[src/verilog/bsc_cfg.svh]
`ifndef BSC_CFG_SVH
`define BSC_CFG_SVH

// Widths
`define BSC_PC_W 13
`define BSC_OFS_W 12
`define BSC_PTR_W 16
`define BSC_CNT_W 2

// Status flag bit positions
`define BSC_FLG_C 0
`define BSC_FLG_Z 1
`define BSC_FLG_N 2
`define BSC_FLG_V 3
`define BSC_FLG_S 4
`define BSC_FLG_H 5
`define BSC_FLG_T 6
`define BSC_FLG_I 7

// Cycle counts
`define BSC_CYC_JUMP 2'h2
`define BSC_CYC_CALL 2'h3
`define BSC_CYC_ONE 2'h1
`define BSC_CYC_TAKEN 2'h2
`define BSC_CYC_SKIP1 2'h2
`define BSC_CYC_SKIP2 2'h3

// Program counter advances
`define BSC_PC_STEP 13'h0001
`define BSC_SKIP_ONE 13'h0002
`define BSC_SKIP_TWO 13'h0003

// Reset values
`define BSC_RST_PC 13'h0000
`define BSC_RST_FLAGS 8'h00

`endif

[src/verilog/bsc_pkg.sv]
package bsc_pkg;
  typedef enum logic [4:0] {
    op_relative_jump,
    op_pointer_jump,
    op_pointer_call,
    op_compare_skip_equal,
    op_compare_immediate,
    op_skip_reg_bit_clear,
    op_skip_reg_bit_set,
    op_skip_io_bit_clear,
    op_skip_io_bit_set,
    op_branch_flag_set,
    op_branch_flag_clear,
    op_branch_equal,
    op_branch_unequal,
    op_branch_carry_one,
    op_branch_carry_zero,
    op_branch_same_higher,
    op_branch_lower,
    op_branch_negative,
    op_branch_positive,
    op_branch_signed_ge,
    op_branch_signed_lt,
    op_branch_halfcarry_one,
    op_branch_halfcarry_zero,
    op_branch_transfer_one,
    op_branch_transfer_zero,
    op_branch_overflow_one
  } bsc_op_t;
endpackage

[src/verilog/bsc_cond_if.sv]
`timescale 1ns/1ns
`default_nettype none
interface bsc_cond_if;
  import bsc_pkg::*;
  bsc_op_t op;
  logic [7:0] flags;
  logic [2:0] bit_sel;
  logic [7:0] rd_val;
  logic [7:0] rr_val;
  logic [7:0] io_val;
  logic is_branch;
  logic is_skip;
  logic cond;
  modport eval (
    input op, flags, bit_sel, rd_val, rr_val, io_val,
    output is_branch, is_skip, cond
  );
  modport user (
    output op, flags, bit_sel, rd_val, rr_val, io_val,
    input is_branch, is_skip, cond
  );
endinterface
`default_nettype wire

[src/verilog/bsc_cond_eval.sv]
`timescale 1ns/1ns
`default_nettype none
`include "bsc_cfg.svh"
module bsc_cond_eval (
  bsc_cond_if.eval c
);
  import bsc_pkg::*;
  logic [2:0] sel;
  logic want;
  logic branch;
  wire sign_test = c.flags[`BSC_FLG_N] ^ c.flags[`BSC_FLG_V];
  wire sel_flag = c.flags[sel];
  wire reg_bit = c.rd_val[c.bit_sel];
  wire io_bit = c.io_val[c.bit_sel];

  always_comb begin
    sel = c.bit_sel;
    want = 1'b1;
    branch = 1'b1;
    unique case (c.op)
      op_branch_flag_set: want = 1'b1;
      op_branch_flag_clear: want = 1'b0;
      op_branch_equal: sel = 3'(`BSC_FLG_Z);
      op_branch_unequal: begin
        sel = 3'(`BSC_FLG_Z);
        want = 1'b0;
      end
      op_branch_carry_one, op_branch_lower: sel = 3'(`BSC_FLG_C);
      op_branch_carry_zero, op_branch_same_higher: begin
        sel = 3'(`BSC_FLG_C);
        want = 1'b0;
      end
      op_branch_negative: sel = 3'(`BSC_FLG_N);
      op_branch_positive: begin
        sel = 3'(`BSC_FLG_N);
        want = 1'b0;
      end
      op_branch_signed_ge: want = 1'b0;
      op_branch_signed_lt: want = 1'b1;
      op_branch_halfcarry_one: sel = 3'(`BSC_FLG_H);
      op_branch_halfcarry_zero: begin
        sel = 3'(`BSC_FLG_H);
        want = 1'b0;
      end
      op_branch_transfer_one: sel = 3'(`BSC_FLG_T);
      op_branch_transfer_zero: begin
        sel = 3'(`BSC_FLG_T);
        want = 1'b0;
      end
      op_branch_overflow_one: sel = 3'(`BSC_FLG_V);
      default: branch = 1'b0;
    endcase
  end

  wire signed_op = (c.op == op_branch_signed_ge) ||
                   (c.op == op_branch_signed_lt);
  wire br_cond = ((signed_op ? sign_test : sel_flag) == want);

  assign c.is_skip = (c.op == op_compare_skip_equal) ||
                     (c.op == op_skip_reg_bit_clear) ||
                     (c.op == op_skip_reg_bit_set) ||
                     (c.op == op_skip_io_bit_clear) ||
                     (c.op == op_skip_io_bit_set);
  assign c.is_branch = branch;
  assign c.cond =
    branch ? br_cond :
    (c.op == op_compare_skip_equal) ? (c.rd_val == c.rr_val) :
    (c.op == op_skip_reg_bit_clear) ? !reg_bit :
    (c.op == op_skip_reg_bit_set) ? reg_bit :
    (c.op == op_skip_io_bit_clear) ? !io_bit :
    (c.op == op_skip_io_bit_set) ? io_bit : 1'b0;
endmodule
`default_nettype wire

[src/verilog/bsc_branch_skip_control.sv]
// Contract
// - Relative jump loads PC plus offset plus one, two cycles, flags kept.
// - Pointer jump loads PC from Z pointer, two cycles, flags kept.
// - Pointer call saves return address, jumps to Z, three cycles.
// - Compare-skip-equal skips next instruction when both registers match.
// - Compare-immediate subtracts constant, updates Z N V C H, one cycle.
// - Register bit skips test selected bit clear or set.
// - I/O bit skips test selected I/O bit clear or set, flags kept.
// - Generic flag branches test selected status bit set or clear.
// - Equal branch on Z one, unequal branch on Z zero.
// - Carry-one and lower on C one; carry-zero and same-higher on zero.
// - Negative branch on N one, positive branch on N zero.
// - Signed greater-or-equal branch taken when N xor V is zero.
// - Half-carry branches on H one or H zero.
// - Transfer branches on T one or T zero.
// - Overflow branch taken only when V is one.
`timescale 1ns/1ns
`default_nettype none
`include "bsc_cfg.svh"
module bsc_branch_skip_control (
  input wire logic clk,
  input wire logic rst,
  input wire logic ce,
  input wire logic issue_valid,
  output logic issue_ready,
  input wire bsc_pkg::bsc_op_t issue_op,
  input wire logic [`BSC_PC_W-1:0] pc,
  input wire logic [`BSC_OFS_W-1:0] offset,
  input wire logic [2:0] bit_sel,
  input wire logic [7:0] rd_val,
  input wire logic [7:0] rr_val,
  input wire logic [7:0] imm_val,
  input wire logic [7:0] io_val,
  input wire logic [`BSC_PTR_W-1:0] z_ptr,
  input wire logic next_two_word,
  input wire logic [7:0] flags_in,
  output logic pc_load,
  output logic [`BSC_PC_W-1:0] pc_target,
  output logic push_ret,
  output logic [`BSC_PC_W-1:0] ret_addr,
  output logic flags_we,
  output logic [7:0] flags_out,
  output logic busy
);
  import bsc_pkg::*;

  bsc_cond_if cif ();
  bsc_cond_eval u_eval (
    .c(cif)
  );

  logic [`BSC_CNT_W-1:0] busy_cnt_r;
  logic pc_load_r;
  logic [`BSC_PC_W-1:0] pc_target_r;
  logic push_r;
  logic [`BSC_PC_W-1:0] ret_addr_r;
  logic flags_we_r;
  logic [7:0] flags_r;

  assign cif.op = issue_op;
  assign cif.flags = flags_in;
  assign cif.bit_sel = bit_sel;
  assign cif.rd_val = rd_val;
  assign cif.rr_val = rr_val;
  assign cif.io_val = io_val;

  // Next instruction is held off while a multi-cycle one drains
  wire idle = (busy_cnt_r == '0);
  assign issue_ready = ce && idle;
  wire fire = issue_valid && issue_ready;

  wire [`BSC_PC_W-1:0] ofs_ext =
    {{(`BSC_PC_W-`BSC_OFS_W){offset[`BSC_OFS_W-1]}}, offset};
  wire [`BSC_PC_W-1:0] rel_target = pc + ofs_ext + `BSC_PC_STEP;
  wire [`BSC_PC_W-1:0] skip_target =
    pc + (next_two_word ? `BSC_SKIP_TWO : `BSC_SKIP_ONE);
  wire [`BSC_PC_W-1:0] z_target = z_ptr[`BSC_PC_W-1:0];
  wire [`BSC_PC_W-1:0] call_ret = pc + `BSC_PC_STEP;

  wire is_rel_jump = (issue_op == op_relative_jump);
  wire is_ptr_jump = (issue_op == op_pointer_jump);
  wire is_call = (issue_op == op_pointer_call);
  wire is_cmp_imm = (issue_op == op_compare_immediate);
  wire br_taken = cif.is_branch && cif.cond;
  wire skip_taken = cif.is_skip && cif.cond;

  wire take = is_rel_jump || is_ptr_jump || is_call || br_taken ||
              skip_taken;
  wire [`BSC_PC_W-1:0] target =
    (is_ptr_jump || is_call) ? z_target :
    skip_taken ? skip_target :
    rel_target;

  // Skip length depends on the width of the instruction being passed over
  wire [`BSC_CNT_W-1:0] skip_cyc =
    next_two_word ? `BSC_CYC_SKIP2 : `BSC_CYC_SKIP1;
  wire [`BSC_CNT_W-1:0] cycles =
    is_call ? `BSC_CYC_CALL :
    (is_rel_jump || is_ptr_jump) ? `BSC_CYC_JUMP :
    skip_taken ? skip_cyc :
    br_taken ? `BSC_CYC_TAKEN :
    `BSC_CYC_ONE;

  // Compare with immediate: difference is discarded, only flags survive
  wire [7:0] diff = rd_val - imm_val;
  wire cmp_h = (~rd_val[3] & imm_val[3]) | (imm_val[3] & diff[3]) |
               (diff[3] & ~rd_val[3]);
  wire cmp_c = (~rd_val[7] & imm_val[7]) | (imm_val[7] & diff[7]) |
               (diff[7] & ~rd_val[7]);
  wire cmp_v = (rd_val[7] & ~imm_val[7] & ~diff[7]) |
               (~rd_val[7] & imm_val[7] & diff[7]);
  logic [7:0] cmp_flags;
  always_comb begin
    cmp_flags = flags_in;
    cmp_flags[`BSC_FLG_Z] = (diff == 8'h00);
    cmp_flags[`BSC_FLG_N] = diff[7];
    cmp_flags[`BSC_FLG_V] = cmp_v;
    cmp_flags[`BSC_FLG_C] = cmp_c;
    cmp_flags[`BSC_FLG_H] = cmp_h;
  end

  wire [`BSC_CNT_W-1:0] cnt_nxt =
    fire ? cycles - `BSC_CYC_ONE :
    idle ? busy_cnt_r : busy_cnt_r - `BSC_CYC_ONE;

  always_ff @(posedge clk) begin
    if (rst) begin
      busy_cnt_r <= '0;
      pc_load_r <= 1'b0;
      pc_target_r <= `BSC_RST_PC;
      push_r <= 1'b0;
      ret_addr_r <= `BSC_RST_PC;
      flags_we_r <= 1'b0;
      flags_r <= `BSC_RST_FLAGS;
    end else if (ce) begin
      busy_cnt_r <= cnt_nxt;
      pc_load_r <= fire && take;
      push_r <= fire && is_call;
      // Only compare-immediate touches flags; all flow ops leave them
      flags_we_r <= fire && is_cmp_imm;
      if (fire) begin
        pc_target_r <= target;
        ret_addr_r <= call_ret;
        flags_r <= cmp_flags;
      end
    end
  end

  assign pc_load = pc_load_r;
  assign pc_target = pc_target_r;
  assign push_ret = push_r;
  assign ret_addr = ret_addr_r;
  assign flags_we = flags_we_r;
  assign flags_out = flags_r;
  assign busy = !idle;
endmodule
`default_nettype wire

[config.mk]
export PLATFORM = sky130hd
export DESIGN_NAME = bsc_branch_skip_control
export DESIGN_NICKNAME = d
export VERILOG_FILES = /design/src/verilog/bsc_pkg.sv /design/src/verilog/bsc_cond_if.sv /design/src/verilog/bsc_cond_eval.sv /design/src/verilog/bsc_branch_skip_control.sv
export VERILOG_INCLUDE_DIRS = /design/src /design/src/verilog
export SDC_FILE = /design/constraint.sdc
export NUM_CORES = 1
export LEC_CHECK = 0
export BUFFER_PORTS_ARGS = -buffer_cell sky130_fd_sc_hd__buf_2
export CORE_ASPECT_RATIO = 1.1
export CORE_UTILIZATION = 35
export CTS_CLUSTER_SIZE = 30
export DETAILED_ROUTE_END_ITERATION = 7
export PLACE_DENSITY = 0.72
export SLEW_MARGIN = 40
export SYNTH_ARGS = -nofsm -noshare
export SYNTH_HDL_FRONTEND = slang
export SYNTH_SLANG_ARGS = --single-unit
[constraint.sdc]
create_clock -name clk -period 3.4 [get_ports clk]
set_input_delay 0.51 -clock clk [delete_from_list [all_inputs] [get_ports clk]]
set_output_delay 0.51 -clock clk [all_outputs]
set_load 0.02 [all_outputs]
==> results of run 1 <==
## through the flow
step | power [mW] | setup WS (ns) | std cells | hold slack, ns | TNS [ns]
6_report | 1.56 | 0.327 | 752 | 0.454 | 0
5_1_grt | 1.66 | 0.0344 | 752 | 0.477 | 0
4_1_cts | 1.57 | 0.149 | 752 | 0.457 | 0
3_5_place_dp | 1.10 | -0.151 | 744 | 0.449 | -0.151
3_3_place_gp | 1.09 | -0.00683 | 744 | 0.435 | -0.00683
2_1_floorplan | 0.902 | 0.133 | 492 | 0.530 | 0
## cell usage after synthesis (all sizes together) (3+ instances only)
library cell   n  area, sq um
o211ai         6         45.0
or3            5         31.3
a211oi        24          190
inv           26         97.6
nand3b         3         22.5
mux2i          7         70.1
mux4           4         90.1
buf           11         81.3
nor2          63          236
nor3          13         65.1
o21bai         3         22.5
xor2          18          158
xnor2         25          219
and3           3         18.8
nor2b          8         50.1
nand2b        10         62.6
dfxtp         39          781
a31oi          4         25.0
nand2         39          146
a21boi         6         45.0
nor4           6         37.5
a2111oi        5         45.0
a21oi         33          165
ha            25          313
clkbuf        20         76.3
a21o           6         45.0
fa             4         80.1
nand4          3         18.8
o21ai         26          134
o22ai          8         50.1
nand3         12         60.1
## final cells by class
cell class                      count  area (sq um)
Timing Repair Buffer              140           728
Tap cell                          143           179
Inverter                           26          97.6
Clock buffer                        5           125
Fill cell                        1066          5740
Clock inverter                      3          20.0
Sequential cell                    39           781
Multi-Input combinational cell    396          2720
## path summary, 6_finish.rpt
| path | endpoint | slack [ns] | from | cells after the start |
|---|---|---|---|---|
| hold reg to reg | flags_out[2] | 0.45 | flags_out[2] | 2 |
| hold / removal | flags_out[2] | 0.45 | flags_out[2] | 2 |
| setup / recovery | flags_out[1] | 0.33 | rd_val[1] | 15 |
| setup reg to reg | pc_target[12] | 1.32 | busy_cnt_r[0] | 9 |
## sequential cells by signal (all words and copies together), names as in the netlist
name and count:
pc_load 1, ret_addr 13, push_ret 1, pc_target 13, busy_cnt_r 2, flags_we 1
flags_out 8
## worst min-delay path, stage by stage, from the launching register on
cell	delay, ns
sky130_fd_sc_hd__dfxtp_1	0.30
sky130_fd_sc_hd__nand2_1	0.05
sky130_fd_sc_hd__a21oi_1	0.05
## kinds of logic (layout without fill, tap and decap cells)
kind of cell               after synthesis  in the layout
muxes                                   13             13
buffers and inverters                   57            174
and+or+nand+nor                        171            171
xor gates and xnor gates                43             43
DFF                                     39             39
adders and majority gates               29             29
AOI/OAI and AO/OA                      140            140
## metal layers
layer | routed length [microns] | up-vias
li1 | - | 1992
met5 | 0 | -
met2 | 5630 | 141
met4 | 269 | 0
met3 | 703 | 21
met1 | 4920 | 1801
## where the power goes
group          leakage, nW  internal (mW)  switching, mW
combinational         1.69          0.248          0.339
clock               0.0658          0.270          0.195
sequential           0.320          0.490         0.0156
total                 2.07           1.01          0.549
==> results.md, run 1 <==
| Step | Result | Value |
|:---|:---|:---|
| run status | Result of the run | complete, no violations |
| placed design | Post-placement cell area | 4500 sq um |
| worst setup path | Startpoint type of the worst setup path | primary input |
| synthesis | Mapped Nets | 615 |
| global routing | GR met3 Demand/Resource | 0.0316 |
| clock tree | Count of hold buffers inserted by post-cts repair | 0 |
| worst setup path | CP Cell Sequence | buf_2, ha_1, nor2b_1, o21ai_1, nand2b_1, a21o_1, a21oi_2, nor2b_1, o21ai_1, nand2b_1, fa_1, or4bb_1, nor4_2, nand3_1, a21oi_1 |
| min path | Hold Path Class | flip-flop to flip-flop |
| layout | Number of antenna cells inserted | 0 |
| clock tree | Clock root buffer | sky130_fd_sc_hd__clkbuf_16 |
| routing | Mean number of vias per cell | 5.26 |
| synthesis | Mapped Cells | 492 |
| layout | Fraction of the core area covered by cells at the end of the flow | 0.448 |
| placed design | Number of buffers inserted by port buffering | 129 |
| layout | Final #Nets | 731 |
| floorplanning | Die area | 11,100 sq um |
| worst setup path | Required time of the critical path | 3.61 ns |
| global routing | Overall routing resource usage | 0.208 |
| clock tree | Number of post-CTS setup repair buffers | 0 |
| global routing | Met1 capacity usage during global routing | 0.256 |
| global routing | Largest net degree at the start of global routing | 39 |
| synthesis | Dominant combinational cell family by area after synthesis | compound AO/OA/AOI/OAI gates |
| synthesis | Ys async rst share | 0 |
| power and ir drop | Static leakage | 2.07 nW |
| floorplanning | Vertical die dimension | 111 microns |
| synthesis | Mux share of post-synthesis cell area | 0.0487 |
| synthesis | Yosys warning total | 0 |
| routing | 1st-pass router iterations | 5 |
| global routing | Global-route congestion overflow total | 0 |
| run | Number of max-capacitance violations reported | 0 |
| sta | Ratio of final minimum period to clock period | 0.904 |
| clock tree | Level count of the clock H-tree | 2 |
| floorplanning | Horizontal die dimension | 101 microns |
| global routing | Initial antenna violation count | 0 |
| floorplanning | Row count | 39 |
| global routing | First-pass GRT wire length | 18.3 mm |
| synthesis | Syn_area_per_cell | 7.62 sq um |
| worst setup path | CP arrival | 3.29 ns |
| worst setup path | Type of the setup path with the least slack | primary input to flip-flop |
| floorplanning | Number of top-level design ports | 133 |
| synthesis | Compound-gate portion of the synthesized area | 0.252 |
| synthesis | Fraction of the mapped netlist area in adder cells | 0.105 |
| synthesis | Parity-gate share of the synthesized area counting xor and xnor cells | 0.101 |
| synthesis | Post-synth cell types | 59 |
| power and ir drop | Areal power density over the cells | 335 nW/um^2 |
| sta | Clock period minus final worst setup slack | 3.07 ns |
| sta | Unrepaired setup endpoints after global routing | no |
| global routing | Most Crowded Layer GR | met2 |
| clock tree | Latest clock arrival within the worst-skew pair | 0.28 ns |
| power and ir drop | Worst IR drop on VDD | 0.216 mV |
| synthesis | Number of register bits inferred by synthesis | 39 |
| routing | Via count | 3,955 |
| clock tree | Quantity of gates resized following cts | 0 |
| clock tree | Maximum buffer depth of the clock tree | 2 |
| clock tree | Clock transition at the register clock pins on the worst setup and hold paths after CTS | 0.06 ns |
| synthesis | Predominant post-synthesis flop cell | sky130_fd_sc_hd__dfxtp_1 |
| floorplanning | Area of the core | 10,400 sq um |
| routing | Detail-routed net length per standard cell | 15.3 microns |
| global routing | Vias in the first global route | 3,813 |
| worst setup path | Maximum fanout along the worst path | 2 |
| floorplanning | Starting Density | 0.361 |
| layout | Leading cell type in the layout, fill and taps excluded | sky130_fd_sc_hd__buf_2 |
| sta | Timing-limited maximum frequency | 0.325 GHz |
| worst setup path | Critical path capture point type | flip-flop |
| routing | DRT iter0 DRCs | 132 |
| routing | Antenna-violating nets left | 0 |
| sta | Max-slew headroom at the worst pin | 0.489 |
| worst setup path | Peak per-stage delay on the critical path | 0.54 ns |
| clock tree | CTS Buf Count | 5 |
| layout | Cell area after layout | 4650 sq um |
| sta | Setup violations, final | 0 |
| layout | Synthesis-to-layout area growth | 24.1% |
| worst setup path | Slowest CP cell | sky130_fd_sc_hd__or4bb_1 |
| sta | Fin Clk Skew | 0.00329 ns |
| worst setup path | Category of cells accounting for the largest share of critical-path delay | simple AND/OR/NAND/NOR gates |
| sta | Count of pins over their slew limit | 0 |
| sta | Slew at the pin with the worst max-slew slack | 0.767 ns |
| sta | Final hold vios | 0 |
| synthesis | Sequential fraction of the synthesis area | 0.208 |
| placed design | Final GP Congestion | 0.935 |
| routing | Count of unresolved DRC violations after routing | 0 |
| clock tree | TritonCTS clock tree | built |
| layout | Fraction of final layout cells with drive strength greater than 1 | 0.269 |
| worst setup path | Buf/Inv on CP | 1 |
| clock tree | TritonCTS Sinks | 39 |
| global routing | Met2 GRT Util | 0.363 |
| layout | Commonest non-fill, non-tap cells in the layout | 129 x sky130_fd_sc_hd__buf_2, 63 x sky130_fd_sc_hd__nor2_1, 39 x sky130_fd_sc_hd__nand2_1, 39 x sky130_fd_sc_hd__dfxtp_1, 32 x sky130_fd_sc_hd__a21oi_1 |
| synthesis | Syn Std Cell Area | 3750 sq um |
| routing | Total Wirelength | 11.5 mm |
| synthesis | Count of flip-flops with a built-in enable after synthesis | 0 |
| placed design | Detailed Place HPWL | 9.17 mm |
| synthesis | Simple-gate area share of the yosys netlist | 0.218 |
Power figures use the tool's default switching activity.
==> run 2, diff against run 1 <==
--- a/config.mk
+++ b/config.mk
@@ -8,10 +8,10 @@
 export LEC_CHECK = 0
 export BUFFER_PORTS_ARGS = -buffer_cell sky130_fd_sc_hd__buf_2
 export CORE_ASPECT_RATIO = 1.1
-export CORE_UTILIZATION = 35
+export CORE_UTILIZATION = 46
 export CTS_CLUSTER_SIZE = 30
 export DETAILED_ROUTE_END_ITERATION = 7
-export PLACE_DENSITY = 0.72
+export PLACE_DENSITY = 0.88
 export SLEW_MARGIN = 40
 export SYNTH_ARGS = -nofsm -noshare
 export SYNTH_HDL_FRONTEND = slang
==> run 2 against run 1 <==
  * Register-to-register slack improved by 0.15 ns
  * Worst setup slack got worse by 0.031 ns
  * Non-clock buffer count is the same
  * Critical path type unchanged
  * Largest cell class unchanged
  * Largest power group unchanged
==> results.md, run 2 (synthesized netlist as in run 1, its figures left out) <==
| Step | Result | Value | Change |
|:---|:---|:---|:---|
| worst setup path | Startpoint type of the worst setup path | primary input |  |
| global routing | First-pass GRT wire length | 17.9 mm | -2.2% |
| power and ir drop | Power share of the sequential group | 0.341 | +0.016 |
| global routing | Largest net degree at the start of global routing | 39 | unchanged |
| placed design | Number of buffers inserted by port buffering | 129 | unchanged |
| clock tree | TritonCTS Sinks | 39 | unchanged |
| routing | Max Used Layer | met4 |  |
| routing | Via count | 4,072 | +3.0% |
| clock tree | Clock transition at the register clock pins on the worst setup and hold paths after CTS | 0.08 ns | +0.02 ns |
| floorplanning | Starting Density | 0.474 | +0.113 |
| worst setup path | Crit Reg-Reg Startpoint | busy_cnt_r[0] |  |
| worst setup path | Required time of the critical path | 3.63 ns | +0.02 ns |
| floorplanning | Number of top-level design ports | 133 | unchanged |
| worst setup path | Reg-to-reg critical path endpoint | pc_target[12] |  |
| power and ir drop | Areal power density over the cells | 323 nW/um^2 | -3.4% |
| sta | Count of pins over their slew limit | 0 | unchanged |
| clock tree | CTS Buf Count | 5 | unchanged |
| global routing | Global-route congestion overflow total | 0 | unchanged |
| min path | Start point of the worst hold path | flags_out[7] |  |
| floorplanning | Die area | 8510 sq um | -23% |
| power and ir drop | Static leakage | 2.07 nW | -0.33% |
| placed design | Final GP Congestion | 0.909 | -2.7% |
| sta | Timing-limited maximum frequency | 0.322 GHz | -1.0% |
| power and ir drop | Sw power | 0.526 mW | -4.1% |
| global routing | Vias in the first global route | 3,940 | +3.3% |
| sta | Max-slew headroom at the worst pin | 0.508 | +0.0190 |
| run status | Result of the run | complete, no violations |  |
| clock tree | Latest clock arrival within the worst-skew pair | 0.30 ns | +0.02 ns |
| layout | Leading cell type in the layout, fill and taps excluded | sky130_fd_sc_hd__buf_2 |  |
| layout | Synthesis-to-layout area growth | 22.3% |  |
| sta | Setup violations, final | 0 | unchanged |
| sta | Clock period minus final worst setup slack | 3.10 ns | +0.0313 ns |
| sta | Ratio of final minimum period to clock period | 0.913 | +0.00921 |
| run | Number of max-capacitance violations reported | 0 | unchanged |
| worst setup path | Type of the setup path with the least slack | primary input to flip-flop |  |
| sta | Final hold vios | 0 | unchanged |
| worst setup path | Register-to-register path setup slack | 1.47 ns | +0.15 ns |
| layout | Commonest non-fill, non-tap cells in the layout | 129 x sky130_fd_sc_hd__buf_2, 63 x sky130_fd_sc_hd__nor2_1, 39 x sky130_fd_sc_hd__nand2_1, 39 x sky130_fd_sc_hd__dfxtp_1, 32 x sky130_fd_sc_hd__a21oi_1 |  |
| layout | Number of antenna cells inserted | 0 | unchanged |
| power and ir drop | Worst IR drop on VDD | 0.169 mV | -22% |
| routing | Mean number of vias per cell | 5.68 | +8.0% |
| worst setup path | CP arrival | 3.33 ns | +0.04 ns |
| layout | Cell area after layout | 4580 sq um | -1.5% |
| routing | Total Wirelength | 11.1 mm | -3.9% |
| clock tree | Maximum buffer depth of the clock tree | 2 | unchanged |
| sta | Slew at the pin with the worst max-slew slack | 0.731 ns | -0.0362 ns |
| power and ir drop | Power Total | 1.48 mW | -4.8% |
| min path | Hold Path Class | flip-flop to flip-flop |  |
| clock tree | Count of hold buffers inserted by post-cts repair | 0 | unchanged |
| worst setup path | Maximum fanout along the worst path | 2 | unchanged |
| routing | Detailed-routing wirelength on met1 | 4.46 mm | -9.4% |
| floorplanning | Area of the core | 7910 sq um | -24% |
| global routing | Initial antenna violation count | 0 | unchanged |
| routing | Count of unresolved DRC violations after routing | 0 | unchanged |
| clock tree | Clock root buffer | sky130_fd_sc_hd__clkbuf_8 |  |
| worst setup path | Critical path capture point type | flip-flop |  |
| routing | Antenna-violating nets left | 0 | unchanged |
| floorplanning | Row count | 34 | -13% |
| routing | Detail-routed net length per standard cell | 15.4 microns | +0.79% |
| layout | Fraction of final layout cells with drive strength greater than 1 | 0.269 | unchanged |
| clock tree | TritonCTS clock tree | built |  |
| worst setup path | Count of cells along the worst register-to-register path | 8 | -1 |
| worst setup path | Launching instance or port of the critical path | rd_val[1] |  |
| power and ir drop | Net Sw Frac | 0.355 | +0.00254 |
| layout | Fraction of the core area covered by cells at the end of the flow | 0.579 | +0.132 |
| floorplanning | Horizontal die dimension | 88.1 microns | -13% |
| min path | Worst Hold Path EP | flags_out[7] |  |
| clock tree | Level count of the clock H-tree | 2 | unchanged |
| placed design | Post-placement cell area | 4450 sq um | -0.97% |
| placed design | Detailed Place HPWL | 8.69 mm | -5.3% |
| power and ir drop | Share of total power in combinational logic | 0.395 | +0.018 |
| layout | Layout fillers | 780 | -27% |
| sta | Fin Clk Skew | 0.00894 ns | +0.00566 ns |
| power and ir drop | Cell Int Power | 0.956 mW | -5.2% |
| routing | DRT iter0 DRCs | 211 | +60% |
| floorplanning | Vertical die dimension | 96.7 microns | -13% |
| routing | 1st-pass router iterations | 5 | unchanged |
| clock tree | Number of post-CTS setup repair buffers | 0 | unchanged |
| global routing | Overall routing resource usage | 0.261 | +0.0533 |
| layout | Final #Nets | 731 | unchanged |
| sta | Unrepaired setup endpoints after global routing | no |  |
| min path | Number of cells on the worst hold path | 2 | unchanged |
| routing | Met3 wire length | 831 microns | +18% |
| power and ir drop | Clock network fraction of total power | 0.264 | -0.034 |
| routing | Routed wire length on met2 | 5.59 mm | -0.78% |
==> run 2: power by group through the flow <==
stage                     Sequential, mW  Combinational, mW  Clock, mW
after CTS                          0.507              0.580      0.396
after detailed placement           0.518              0.576          0
final                              0.506              0.585      0.391
after global routing               0.511              0.642      0.412
after global placement             0.516              0.563          0
after floorplan                    0.555              0.347          0
==> run 2: worst max-delay path by stage <==
stage          slack (ns)      endpoint
2_1_floorplan        0.13  flags_out[1]
3_3_place_gp        -0.03  flags_out[1]
3_5_place_dp        -0.17  flags_out[1]
4_1_cts              0.13  flags_out[1]
5_1_grt              0.08  flags_out[1]
6_report             0.30  flags_out[1]
==> run 2: worst max-delay path, cell delays in order <==
cell	delay, ns
sky130_fd_sc_hd__buf_2	0.11
sky130_fd_sc_hd__ha_1	0.28
sky130_fd_sc_hd__nor2b_1	0.14
sky130_fd_sc_hd__o21ai_0	0.15
sky130_fd_sc_hd__nand2b_1	0.10
sky130_fd_sc_hd__a21o_1	0.20
sky130_fd_sc_hd__a21oi_2	0.16
sky130_fd_sc_hd__nor2b_1	0.06
sky130_fd_sc_hd__o21ai_0	0.15
sky130_fd_sc_hd__nand2b_1	0.09
sky130_fd_sc_hd__fa_1	0.46
sky130_fd_sc_hd__or4bb_1	0.52
sky130_fd_sc_hd__nor4_2	0.15
sky130_fd_sc_hd__nand3_1	0.11
sky130_fd_sc_hd__a21oi_1	0.14
==> run 2: routing by layer <==
layer,track usage,vias up
met5,0,-
met4,0.0769,0
met3,0.0350,19
met2,0.460,182
met1,0.326,1875
li1,-,1996
==> run 2: timing repair <==
| item | CTS | global route |
|---|---|---|
| hold endpoints to repair | 0 | 0 |
| resized for setup | 0 | 2 |
| setup endpoints to repair | 0 | 1 |
==> run 2: cell type report <==
class | instances | area [sq um] | share of cell area
multi-input combinational | 396 | 2730 | 0.595
sequential | 39 | 781 | 0.170
timing repair buffer | 140 | 728 | 0.159
tap | 108 | 135 | 0.0295
inverter | 26 | 97.6 | 0.0213
clock buffer | 5 | 68.8 | 0.0150
clock inverter | 3 | 43.8 | 0.00956
==> run 2: per-stage QoR <==
stage	hold slack, ns	setup TNS, ns	instances	setup slack [ns]
final	0.459	0	717	0.296
after global placement	0.432	-0.0275	709	-0.0275
after global routing	0.470	0	717	0.0803
after detailed placement	0.444	-0.174	709	-0.174
after floorplan	0.530	0	492	0.133
after CTS	0.460	0	717	0.131
